$ cat src/logic/idec_pkg.sv
package idec_pkg;

  // Instruction word and field geometry.
  localparam int IW       = 14;
  localparam int DW       = 8;
  localparam int FAW      = 7;
  localparam int BAW      = 6;
  localparam int PCW      = 12;
  localparam int D_POS    = 7;
  localparam int BIT_LSB  = 6;
  localparam int CLS_LSB  = 12;
  localparam int OP6_LSB  = 8;
  localparam int OP5_LSB  = 9;

  // Instruction classes by top two bits.
  localparam logic [1:0] CLS_BYTE = 2'h0;
  localparam logic [1:0] CLS_BIT  = 2'h1;
  localparam logic [1:0] CLS_CALL = 2'h2;
  localparam logic [1:0] CLS_GOTO = 2'h3;

  // Six-bit opcode prefixes.
  localparam logic [5:0] OP_ADDF = 6'h07;
  localparam logic [5:0] OP_ANDF = 6'h05;
  localparam logic [5:0] OP_ADDK = 6'h1C;
  localparam logic [5:0] OP_ANDK = 6'h1B;
  localparam logic [5:0] OP_RETK = 6'h18;
  localparam logic [5:0] OP_MOVK = 6'h19;

  // Five-bit prefixes of bit-oriented operations.
  localparam logic [4:0] OP_BCLR = 5'h08;
  localparam logic [4:0] OP_BSET = 5'h09;
  localparam logic [4:0] OP_BTLO = 5'h0A;
  localparam logic [4:0] OP_BTHI = 5'h0B;

  // Whole-word encodings.
  localparam logic [13:0] W_SLEEP = 14'h1E03;
  localparam logic [13:0] W_WDCLR = 14'h1E04;
  localparam logic [13:0] W_TABL  = 14'h0050;
  localparam logic [13:0] W_TABH  = 14'h0058;
  localparam logic [13:0] W_RET   = 14'h0040;

  // Upper table data bits beyond the low byte.
  localparam int TAB_HI_W = IW - DW;

  typedef enum logic [2:0] {
    ST_EXEC, ST_TABLE, ST_FLUSH, ST_SLEEP
  } exec_e;

endpackage

$ cat src/logic/mcu_instruction_decoder.sv
`timescale 1ns/1ps
module mcu_instruction_decoder #(
  parameter int STACK_DEPTH = 6
) (
  input  wire logic                       sys_clk,
  input  wire logic                       rst_n,
  input  wire logic                       wake_req,
  input  wire logic [idec_pkg::IW-1:0]    instr_word,
  input  wire logic [idec_pkg::DW-1:0]    file_rdata,
  input  wire logic [idec_pkg::IW-1:0]    table_rdata,
  input  wire logic [idec_pkg::PCW-1:0]   table_ptr,
  output logic      [idec_pkg::PCW-1:0]   prog_addr_ff,
  output logic      [idec_pkg::FAW-1:0]   file_addr_ff,
  output logic                            file_plane_r_ff,
  output logic                            file_we_ff,
  output logic      [idec_pkg::DW-1:0]    file_wdata_ff,
  output logic      [idec_pkg::DW-1:0]    acc_ff,
  output logic                            carry_ff,
  output logic                            nib_carry_ff,
  output logic                            zero_ff,
  output logic                            watchdog_expiry_flag_ff,
  output logic                            sleep_entry_flag_ff,
  output logic                            wdt_clear_ff,
  output logic                            sleeping_ff,
  output logic                            phase_ff
);

  localparam int SPW = $clog2(STACK_DEPTH + 1);
  // A met skip steps the fetch address past the word it discards.
  localparam logic [idec_pkg::PCW-1:0] SKIP_STEP = 12'h002;

  idec_pkg::exec_e state_ff;
  idec_pkg::exec_e nxt_state;

  logic [idec_pkg::PCW-1:0] stack_ff [STACK_DEPTH];
  logic [SPW-1:0]           sp_ff;
  logic [idec_pkg::PCW-1:0] pc_ff;
  logic [idec_pkg::DW-1:0]  pend_acc_ff;

  // Synchroniser for the asynchronous wake request.
  logic [2:0] wake_sync_ff;

  // Fields of the word currently executing.
  logic [1:0]                cls;
  logic [5:0]                op6;
  logic [4:0]                op5;
  logic                      dst_file;
  logic [idec_pkg::FAW-1:0]  faddr;
  logic [idec_pkg::BAW-1:0]  baddr;
  logic [2:0]                bsel;
  logic [idec_pkg::DW-1:0]   kimm;
  logic [idec_pkg::PCW-1:0]  ktgt;

  assign cls      = instr_word[idec_pkg::IW-1 -: 2];
  assign op6      = instr_word[idec_pkg::IW-1 -: 6];
  assign op5      = instr_word[idec_pkg::IW-1 -: 5];
  assign dst_file = instr_word[idec_pkg::D_POS];
  assign faddr    = instr_word[idec_pkg::FAW-1:0];
  assign baddr    = instr_word[idec_pkg::BAW-1:0];
  assign bsel     = instr_word[idec_pkg::BIT_LSB +: 3];
  assign kimm     = instr_word[idec_pkg::DW-1:0];
  assign ktgt     = instr_word[idec_pkg::PCW-1:0];

  // Nine-bit add gives carry; nibble add gives decimal carry.
  function automatic logic [idec_pkg::DW+1:0] add8(
    input logic [idec_pkg::DW-1:0] a,
    input logic [idec_pkg::DW-1:0] b
  );
    logic [idec_pkg::DW:0] s;
    logic [4:0]            n;
    s = {1'b0, a} + {1'b0, b};
    n = {1'b0, a[3:0]} + {1'b0, b[3:0]};
    return {n[4], s};
  endfunction

  // Combinational execute view of the present word.
  logic [idec_pkg::DW+1:0] sum;
  logic [idec_pkg::DW-1:0] andv;
  logic [idec_pkg::DW-1:0] bitmask;
  logic                    exec_now;
  logic                    is_addf, is_andf, is_addk, is_andk, is_movk;
  logic                    is_bclr, is_bset, is_skip_lo, is_skip_hi;
  logic                    is_retk, is_ret, is_call, is_goto;
  logic                    is_sleep, is_wdclr, is_tabl, is_tabh;
  logic                    skip_met;

  assign exec_now   = (state_ff == idec_pkg::ST_EXEC) && phase_ff;
  assign is_addf    = (op6 == idec_pkg::OP_ADDF);
  assign is_andf    = (op6 == idec_pkg::OP_ANDF);
  assign is_addk    = (op6 == idec_pkg::OP_ADDK);
  assign is_andk    = (op6 == idec_pkg::OP_ANDK);
  assign is_movk    = (op6 == idec_pkg::OP_MOVK);
  assign is_retk    = (op6 == idec_pkg::OP_RETK);
  assign is_bclr    = (op5 == idec_pkg::OP_BCLR);
  assign is_bset    = (op5 == idec_pkg::OP_BSET);
  assign is_skip_lo = (op5 == idec_pkg::OP_BTLO);
  assign is_skip_hi = (op5 == idec_pkg::OP_BTHI);
  assign is_call    = (cls == idec_pkg::CLS_CALL);
  assign is_goto    = (cls == idec_pkg::CLS_GOTO);
  assign is_ret     = (instr_word == idec_pkg::W_RET);
  assign is_sleep   = (instr_word == idec_pkg::W_SLEEP);
  assign is_wdclr   = (instr_word == idec_pkg::W_WDCLR);
  assign is_tabl    = (instr_word == idec_pkg::W_TABL);
  assign is_tabh    = (instr_word == idec_pkg::W_TABH);
  assign sum        = add8(acc_ff, is_addk ? kimm : file_rdata);
  assign andv       = acc_ff & (is_andk ? kimm : file_rdata);
  assign bitmask    = idec_pkg::DW'(1) << bsel;
  assign skip_met   = (is_skip_lo && !file_rdata[bsel]) ||
                      (is_skip_hi && file_rdata[bsel]);

  // Operand address is presented as soon as the word is seen.
  always_ff @(posedge sys_clk) begin
    if (!rst_n) begin
      file_addr_ff    <= '0;
      file_plane_r_ff <= 1'b0;
    end else if (cls == idec_pkg::CLS_BIT) begin
      file_addr_ff    <= {1'b0, baddr};
      file_plane_r_ff <= 1'b0;
    end else begin
      file_addr_ff    <= faddr;
      file_plane_r_ff <= 1'b0;
    end
  end

  // Two system clocks make one instruction cycle.
  always_ff @(posedge sys_clk) begin
    if (!rst_n || sleeping_ff) begin
      phase_ff <= 1'b0;
    end else begin
      phase_ff <= ~phase_ff;
    end
  end

  // Wake request crosses in; the second and third stages must agree.
  always_ff @(posedge sys_clk) begin
    if (!rst_n) begin
      wake_sync_ff <= '0;
    end else begin
      wake_sync_ff <= {wake_sync_ff[1:0], wake_req};
    end
  end

  // Sequencer: extra instruction cycles for tables, branches, skips.
  always_comb begin
    nxt_state = state_ff;
    case (state_ff)
      idec_pkg::ST_EXEC: begin
        if (exec_now) begin
          if (is_tabl || is_tabh) begin
            nxt_state = idec_pkg::ST_TABLE;
          end else if (is_call || is_goto || is_ret || is_retk ||
                       skip_met) begin
            nxt_state = idec_pkg::ST_FLUSH;
          end else if (is_sleep) begin
            nxt_state = idec_pkg::ST_SLEEP;
          end
        end
      end
      idec_pkg::ST_TABLE,
      idec_pkg::ST_FLUSH: begin
        if (phase_ff) begin
          nxt_state = idec_pkg::ST_EXEC;
        end
      end
      idec_pkg::ST_SLEEP: begin
        if (wake_sync_ff[1] && wake_sync_ff[2]) begin
          nxt_state = idec_pkg::ST_EXEC;
        end
      end
      default: nxt_state = idec_pkg::ST_EXEC;
    endcase
  end

  always_ff @(posedge sys_clk) begin
    if (!rst_n) begin
      state_ff    <= idec_pkg::ST_EXEC;
      sleeping_ff <= 1'b0;
    end else begin
      state_ff    <= nxt_state;
      sleeping_ff <= (nxt_state == idec_pkg::ST_SLEEP);
    end
  end

  // Program counter and stack; a skip or branch flushes the fetched word.
  always_ff @(posedge sys_clk) begin
    if (!rst_n) begin
      pc_ff        <= '0;
      prog_addr_ff <= '0;
      sp_ff        <= '0;
      for (int i = 0; i < STACK_DEPTH; i++) begin
        stack_ff[i] <= '0;
      end
    end else if (exec_now) begin
      if (is_call) begin
        stack_ff[sp_ff] <= pc_ff + 1'b1;
        if (sp_ff < SPW'(STACK_DEPTH - 1)) begin
          sp_ff <= sp_ff + 1'b1;
        end
        pc_ff        <= ktgt;
        prog_addr_ff <= ktgt;
      end else if (is_goto) begin
        pc_ff        <= ktgt;
        prog_addr_ff <= ktgt;
      end else if (is_ret || is_retk) begin
        pc_ff        <= stack_ff[sp_ff - 1'b1];
        prog_addr_ff <= stack_ff[sp_ff - 1'b1];
        if (sp_ff != '0) begin
          sp_ff <= sp_ff - 1'b1;
        end
      end else if (is_tabl || is_tabh) begin
        prog_addr_ff <= table_ptr;
      end else if (skip_met) begin
        // Stepping at execute keeps the flush cycle a plain wait, so a
        // branch target is never stepped over by mistake.
        pc_ff        <= pc_ff + SKIP_STEP;
        prog_addr_ff <= pc_ff + SKIP_STEP;
      end else begin
        pc_ff        <= pc_ff + 1'b1;
        prog_addr_ff <= pc_ff + 1'b1;
      end
    end else if (state_ff == idec_pkg::ST_TABLE && phase_ff) begin
      pc_ff        <= pc_ff + 1'b1;
      prog_addr_ff <= pc_ff + 1'b1;
    end
  end

  // Accumulator, flags and file write-back.
  always_ff @(posedge sys_clk) begin
    if (!rst_n) begin
      acc_ff        <= '0;
      pend_acc_ff   <= '0;
      carry_ff      <= 1'b0;
      nib_carry_ff  <= 1'b0;
      zero_ff       <= 1'b0;
      file_we_ff    <= 1'b0;
      file_wdata_ff <= '0;
    end else begin
      file_we_ff <= 1'b0;
      if (exec_now) begin
        if (is_addk || is_addf) begin
          carry_ff     <= sum[idec_pkg::DW];
          nib_carry_ff <= sum[idec_pkg::DW+1];
          zero_ff      <= (sum[idec_pkg::DW-1:0] == '0);
          if (is_addf && dst_file) begin
            file_we_ff    <= 1'b1;
            file_wdata_ff <= sum[idec_pkg::DW-1:0];
          end else begin
            acc_ff <= sum[idec_pkg::DW-1:0];
          end
        end else if (is_andk || is_andf) begin
          zero_ff <= (andv == '0);
          if (is_andf && dst_file) begin
            file_we_ff    <= 1'b1;
            file_wdata_ff <= andv;
          end else begin
            acc_ff <= andv;
          end
        end else if (is_bclr) begin
          file_we_ff    <= 1'b1;
          file_wdata_ff <= file_rdata & ~bitmask;
        end else if (is_bset) begin
          file_we_ff    <= 1'b1;
          file_wdata_ff <= file_rdata | bitmask;
        end else if (is_movk) begin
          acc_ff <= kimm;
        end else if (is_retk) begin
          acc_ff <= kimm;
        end else if (is_tabl) begin
          pend_acc_ff <= idec_pkg::DW'(0);
        end else if (is_tabh) begin
          pend_acc_ff <= 8'h01;
        end
        // Anything else leaves all state alone.
      end else if (state_ff == idec_pkg::ST_TABLE && phase_ff) begin
        // The table word arrives one instruction cycle later.
        if (pend_acc_ff[0]) begin
          acc_ff <= idec_pkg::DW'(
                    table_rdata[idec_pkg::IW-1:idec_pkg::DW]);
        end else begin
          acc_ff <= table_rdata[idec_pkg::DW-1:0];
        end
      end
    end
  end

  // Timeout and power-down flags, plus the watchdog restart pulse.
  always_ff @(posedge sys_clk) begin
    if (!rst_n) begin
      watchdog_expiry_flag_ff <= 1'b1;
      sleep_entry_flag_ff     <= 1'b1;
      wdt_clear_ff            <= 1'b0;
    end else begin
      // Only the restart instruction clears the counters.
      wdt_clear_ff <= exec_now && is_wdclr;
      if (exec_now && is_wdclr) begin
        watchdog_expiry_flag_ff <= 1'b1;
        sleep_entry_flag_ff     <= 1'b1;
      end else if (exec_now && is_sleep) begin
        watchdog_expiry_flag_ff <= 1'b1;
        sleep_entry_flag_ff     <= 1'b0;
      end
    end
  end

endmodule

$ cat config.mk
export PLATFORM = sky130hd
export DESIGN_NAME = mcu_instruction_decoder
export DESIGN_NICKNAME = d
export VERILOG_FILES = /design/src/logic/idec_pkg.sv /design/src/logic/mcu_instruction_decoder.sv
export SDC_FILE = /design/constraint.sdc
export NUM_CORES = 1
export LEC_CHECK = 0
export ABC_AREA = 1
export BUFFER_PORTS_ARGS = -buffer_cell sky130_fd_sc_hd__buf_2
export CAP_MARGIN = 20
export CORE_AREA = 3 3 121 135
export DETAILED_ROUTE_END_ITERATION = 16
export DIE_AREA = 0 0 124 138
export PLACE_DENSITY = 0.82
export SLEW_MARGIN = 10
export SYNTH_ARGS = -nofsm -noshare
export SYNTH_HDL_FRONTEND = slang
export SYNTH_SLANG_ARGS = --single-unit
$ cat constraint.sdc
create_clock -name sys_clk -period 4.87 [get_ports sys_clk]
set_clock_uncertainty 0.2 [all_clocks]
set_input_delay 0.974 -clock sys_clk [delete_from_list [all_inputs] [get_ports sys_clk]]
set_output_delay 0.974 -clock sys_clk [all_outputs]
set_load 0.01 [all_outputs]
==> metrics.md, run 1 <==
| Metric | Value |
|---|---|
| Final period util | a little under three quarters |
| Post-route minimum period | roughly 3500 ps |
| Pwr Density | around 320 nW/um^2 |
| Clk_lat worst skew | about 440 ps |
| DIE WIDTH | about 120 um |
| Antenna Nets Post-Route | 0 |
| # DRC | 0 |
| Die Ht | ~140 um |
| Slew headroom | about a third |
| Largest net degree at the start of global routing | 56 |
| #FFs+latches synth | approximately 160 |
| GP Congestion | 1.03 |
| Initial drt markers | ~1.2k |
| Post-Syn Instances | roughly 1.2k |
| RSZ-0062 raised after global routing | false |
| Max stage delay on crit path | between 400 and 500 ps |
| Sink Count | around 160 |
| Hold Fails Final Rpt | 0 |
| Top-area cell type share of the netlist area | a little under a third |
| Starting Density | between 60% and 70% |
| Vias in the first global route | 8,146 |
| CTS root buffer | clkbuf_16 |
| Peak supply drop | approximately 0.00025 V |
| Commonest non-fill, non-tap cell in the layout | nor2_1 |
| Max-Cap Viols | 0 |
| Crit path cell chain | buf_4 -> clkinv_1 -> buf_4 -> ha_1 -> buf_4 -> nor2_1 -> o21ai_0 -> o211ai_1 -> nand2_1 -> nor2_1 -> a21oi_1 -> nand2_1 -> nand2_1 -> a21oi_1 |
| I/O pins | 96 |
| F_max | between 0.2 and 0.3 GHz |
| CP Max Fanout | 55 |
| Leading area contributor after synthesis | edfxtp_1 |
| Total gr overflow | 0 |
| Syn-to-layout area delta | 11.3% |
| Clock-pin slew on the worst setup and hold paths | 70 ps |
| CTS resizes | 0 |
| Htree depth | 4 |
| Outcome | complete, no violations |
| Crit path kind | reg -> reg |
| Sequential share of the synthesized area | a little under half |
| Via Count | about 9k |
| Placed Cells | 1,464 |
| Clock buffer depth | 2 |
| Endpoints failing setup | 0 |
| Critical Path End Type | register |
| Crit-path slowest cell | buf_4 |
| Post-synth EDFFs | 96 |
| Core ar. | about 15,000 sq um |
| Synth cell types | 49 |
| Final Non-Filler Cells | between 1k and 1.5k |
| Routed wire length | about 28,000 um |
| Total CTS buffers | 17 |
| CTS tree | built |
| Commonest non-fill, non-tap cells in the layout | 241 x nor2_1, 232 x nand2_1, 113 x o21ai_0 |
| Setup Buffers After CTS | 0 |
| Slew @ Worst Pin | 991 ps |
| Setup TNS | 0 ps |
| IO Port Bufs | 93 |
| Gr usage total | approximately a third |
| Post-synth top flop | edfxtp_1 |
| Wire per inst | about 18 um |
| Pleak | 4.48 nW |
| Ys async rst share | 0% |
| CTS Hold Bufs | 0 |
| Critical path arrival | around 3600 ps |
| Nets@finish | between 1k and 1.5k |
| Synth Warn # | 0 |
| Row Count | between 40 and 50 |
| Top cells by area, synth | edfxtp_1 31%, dfxtp_1 14%, nor2_1 9.7% |
| Initial antenna violation count | 0 |
| First-pass GRT wire length | 42,900 um |
| Die ar. | ~17,000 sq um |
| Pins Over Slew Limit | 0 |
| Via density | about 6 |
| Hpwl dp | a little under 20,000 um |
| Share of layout cells above drive strength 1 | between 10% and 20% |
| Mapped Avg Cell Area | roughly 7.6 sq um |
| Mapped Area | roughly 9300 sq um |
| DR pass1 iterations | 8 |
| Worst setup SP type | register |
| Worst Path Required | ~5000 ps |
| HP Class | reg -> reg |
cell type report:
class                   instances  area, sq um
clock inverters                12          113
well taps                     196          245
fillers                      1278         4700
repair buffers                102          533
inverters                     104          392
multi-input cells             901         4390
clock buffers                  20          489
diodes                          1         2.50
flip-flops and latches        161         4180
metal layers:
metal	vias up	track usage [%]	wire length, um
met1	4120	43.7	11000
li1	4222	-	-
met2	522	48.9	12600
met5	-	0	0
met4	0	16.0	1280
met3	108	6.58	2590
cells in the mapped netlist, drive strengths merged (3+ instances only):
cell type / number
o21ai: 120
a31oi: 5
xor2: 16
buf: 43
nand2: 238
dfxtp: 65
clkbuf: 22
inv: 100
edfxtp: 96
o211ai: 31
or2: 3
nor4: 3
nor3: 23
nand3: 84
ha: 15
clkinv: 4
xnor2: 6
nand4: 11
a21oi: 78
nor2: 250
power breakdown:
group	internal, mW	leakage (nW)	switching (mW)
combinational	0.123	2.73	0.282
clock	0.748	0.294	0.601
sequential	1.48	1.46	0.0307
kinds of logic (layout without fill, tap and decap cells):
group | after synthesis | in the layout | share of synthesized area [%]
adder cells (fa/ha/maj) | 16 | 16 | 2.23
other | 2 | 4 | 0.0808
AND/OR/NAND/NOR | 614 | 614 | 28.1
flip-flops | 161 | 161 | 45.0
XOR/XNOR | 22 | 22 | 2.07
buffers and inverters | 169 | 238 | 7.79
multiplexers | 4 | 4 | 0.458
AO/OA/AOI/OAI | 242 | 242 | 14.3
per-stage QoR:
step	setup WS, ps	utilization, %	instance area, sq um	power (mW)	hold slack [ps]
finish	1380	68.8	10400	3.27	211
global route	1120	68.7	10300	3.37	221
CTS	1460	68.7	10300	3.26	211
detailed placement	1100	64.7	9750	1.93	200
global placement	1200	64.7	9750	1.93	193
floorplan	1580	-	9300	1.80	190
registers in the layout (all words and copies together) (netlist names):
signal,flops
sleep_entry_flag_ff,1
file_we_ff,1
state_ff,3
wdt_clear_ff,1
acc_ff,8
carry_ff,1
sp_ff,3
file_wdata_ff,8
pc_ff,12
file_addr_ff,7
pend_acc_ff,1
phase_ff,1
stack_ff,96
sleeping_ff,1
wake_sync_ff,3
zero_ff,1
nib_carry_ff,1
prog_addr_ff,12
path summary, 6_finish.rpt:
kind                     from  cells past startpoint  slack, ps                to
setup / recovery     sp_ff[0]                     14       1380  prog_addr_ff[10]
hold / removal    sleeping_ff                      1        210          phase_ff
setup reg to reg     sp_ff[0]                     14       1380  prog_addr_ff[10]
hold reg to reg   sleeping_ff                      1        210          phase_ff
worst max-delay path: cells and delay by family, from the launching register on:
| family | cells | cell delay, ps |
|---|---|---|
| buffers and inverters | 4 | 1250 |
| and+or+nand+nor | 5 | 480 |
| adders and majority gates | 1 | 350 |
| AOI/OAI and AO/OA | 4 | 740 |
| DFF | 1 | 310 |
Note: power is estimated with default switching activity, not from simulation.
==> run 2, diff against run 1 <==
Settings changed: CORE_AREA 3 3 121 135 to 3 3 130 144, DIE_AREA 0 0 124 138 to 0 0 133 147, PLACE_DENSITY 0.82 to 0.76.
Clock period 4.87 ns to 3.1 ns, I/O delays scaled along.
==> run 2 against run 1 <==
  * Critical path depth shrank 3
  * Final cell count rose by 4.5%
  * Die area rose by 14%
  * Sequential cell count unchanged
  * Sequential share of layout area down 0.99 points
  * Clock-buffer cell count shrank 2
  * Critical path type unchanged
  * Largest power group unchanged
  * Combinational power rose by 64%
  * Critical endpoint is now prog_addr_ff[8]
  * Worst setup slack lost 1000 ps
==> metrics.md, run 2 (synthesized netlist as in run 1, its figures left out) <==
| Metric | Value |
|---|---|
| Critical path depth | 11 (-3) |
| Final period util | 88.4% (+17 points) |
| Crit path kind | reg -> reg |
| Pwr Density | 478 nW/um^2 (+52%) |
| Pleak | 4.61 nW (+3.0%) |
| Worst r2r src | sp_ff[1] |
| Die Ht | 147 um (+6.5%) |
| Initial antenna violation count | 0 (unchanged) |
| Slew headroom | 52.7% (+19 points) |
| Core ar. | 17,200 sq um (+14%) |
| CTS tree | built |
| Cell mode on critical path | nand2_1 |
| Vias in the first global route | 8,429 (+3.5%) |
| Max stage delay on crit path | 440 ps (+20 ps) |
| Outcome | complete, no violations |
| Pins Over Slew Limit | 0 (unchanged) |
| Peak supply drop | 0.000374 V (+49%) |
| Gr usage total | 29.5% (-2.6 points) |
| Clock-pin slew on the worst setup and hold paths | 70 ps (about the same) |
| Largest net degree at the start of global routing | 55 (-1.8%) |
| Total CTS buffers | 17 (unchanged) |
| HP Class | in -> reg |
| # DRC | 0 (unchanged) |
| Hpwl dp | 20,500 um (+3.1%) |
| Die ar. | 19,600 sq um (+14%) |
| Fillers | 1,525 (+19%) |
| Share of layout cells above drive strength 1 | 15.4% (+1.8 points) |
| CTS resizes | 0 (unchanged) |
| Critical path arrival | 2860 ps (-750 ps) |
| Pre-CTS setup slack | 57.4 ps (-1040 ps) |
| Total gr overflow | 0 (unchanged) |
| Commonest non-fill, non-tap cells in the layout | 241 x nor2_1, 232 x nand2_1, 113 x o21ai_0 |
| Via density | 5.77 (-3.8%) |
| GP Congestion | 0.977 (-5.3%) |
| Largest Register | stack_ff |
| CTS Hold Bufs | 0 (unchanged) |
| Crit-path slowest cell | dfxtp_1 |
| R2r setup slk | 360 ps (-1020 ps) |
| IO Port Bufs | 93 (unchanged) |
| F_max | 0.365 GHz (+27%) |
| Post-route worst setup slack | 359 ps (-1020 ps) |
| I/O pins | 96 (unchanged) |
| R2r endpoint | prog_addr_ff[8] |
| Hold EP | wake_sync_ff[0] |
| Register-to-Register Path Depth | 11 (-3) |
| Sink Count | 161 (unchanged) |
| Hold Fails Final Rpt | 0 (unchanged) |
| Setup Buffers After CTS | 0 (unchanged) |
| Nets@finish | 1,385 (+2.3%) |
| Final Non-Filler Cells | 1,564 (+4.5%) |
| Hold path start | wake_req |
| Endpoints failing setup | 0 (unchanged) |
| RSZ-0062 raised after global routing | false |
| Crit path cell chain | inv_1 -> ha_1 -> xnor2_1 -> inv_1 -> o211ai_1 -> nand2_1 -> nor2_1 -> a21oi_1 -> nand2_1 -> nand2_1 -> a21oi_1 |
| Worst Path Required | 3220 ps (-1770 ps) |
| Setup crit start | sp_ff[1] |
| Max-Cap Viols | 0 (unchanged) |
| DR pass1 iterations | 7 (-1) |
| Clock buffer depth | 2 (unchanged) |
| Antenna Nets Post-Route | 0 (unchanged) |
| Clk_lat worst skew | 430 ps (about the same) |
| Worst setup SP type | register |
| Total power | 5.07 mW (+55%) |
| CP bufs+invs | 2 (-2) |
| Number of flip-flops in the largest register | 96 (unchanged) |
| Syn-to-layout area delta | 14.1% |
| CTS root buffer | clkbuf_16 |
| First-pass GRT wire length | 45,500 um (+6.1%) |
| Setup TNS | 0 ps (unchanged) |
| Via Count | 9,019 (+0.52%) |
| Post-route minimum period | 2740 ps (-748 ps) |
| Routed wire length | 28,700 um (+4.2%) |
| Critical Path End Type | register |
| Largest registers | stack_ff: 96 flops, pc_ff: 12 flops, prog_addr_ff: 12 flops |
| Wire per inst | 18.3 um (-0.23%) |
| Commonest non-fill, non-tap cell in the layout | nor2_1 |
| Hold Crit Depth | 3 (+2) |
| Placed Cells | 1,533 (+4.7%) |
| Row Count | 50 (+6.4%) |
| DIE WIDTH | 133 um (+7.3%) |
| Final Core Density | 61.7% (-7.1 points) |
| Starting Density | 54.0% (-7.7 points) |
| Slew @ Worst Pin | 703 ps (-288 ps) |
| Top Family by Delay on Critical Path | compound AO/OA/AOI/OAI gates |
| Htree depth | 4 (unchanged) |
| CP Max Fanout | 13 (-76%) |
| Initial drt markers | 1,151 (-1.2%) |
| N_diodes | 0 (-1) |
[run 2: cell types whose count changed in the layout (fill, tap and decap cells not counted), sizes merged]
cell	previous run	this run
bufinv	0	1
clkbuf	20	18
inv	107	104
clkinv	7	12
diode	1	0
clkinvlp	2	0
buf	102	133
[run 2: per-stage QoR]
| stage | hold slack, ps | instance area [sq um] |
|---|---|---|
| final | 165 | 10600 |
| after global routing | 187 | 10600 |
| after CTS | 156 | 10600 |
| after detailed placement | 202 | 10100 |
| after global placement | 194 | 10100 |
| after floorplan | 190 | 9300 |
[run 2: cell type report]
class                      instances  area [sq um]  share of cell area (%)
multi-input combinational        901          4390                    41.4
clock inverter                    13           130                    1.23
clock buffer                      18           429                    4.04
inverter                         104           392                    3.69
sequential                       161          4180                    39.4
timing repair buffer             133           791                    7.45
tap                              234           293                    2.76
[run 2: how the worst max path moves through the flow]
stage | to | slack (ps)
detailed placement | acc_ff[5] | 60
floorplan | acc_ff[6] | 170
finish | prog_addr_ff[8] | 360
CTS | prog_addr_ff[11] | 410
global route | prog_addr_ff[8] | 120
global placement | zero_ff | 90
[run 2: per-layer routing]
metal	vias up	wire length, um	global-route usage (%)	share of wire [%]
met5	-	0	0	0
li1	4266	-	-	-
met4	0	928	11.7	3.2
met1	4169	12000	40.4	42
met3	79	2360	4.66	8.2
met2	505	13400	47.3	47
[run 2: report_power, final]
group          total, mW  internal (mW)  switching [mW]
combinational      0.665          0.210           0.455
clock               2.04           1.12           0.918
sequential          2.37           2.33          0.0440
[run 2: worst register-to-register path: stages, from the launching register on]
cell	delay, ps
dfxtp_1	440
inv_1	160
ha_1	220
xnor2_1	140
inv_1	430
o211ai_1	290
nand2_1	150
nor2_1	50
a21oi_1	310
nand2_1	110
nand2_1	70
a21oi_1	60
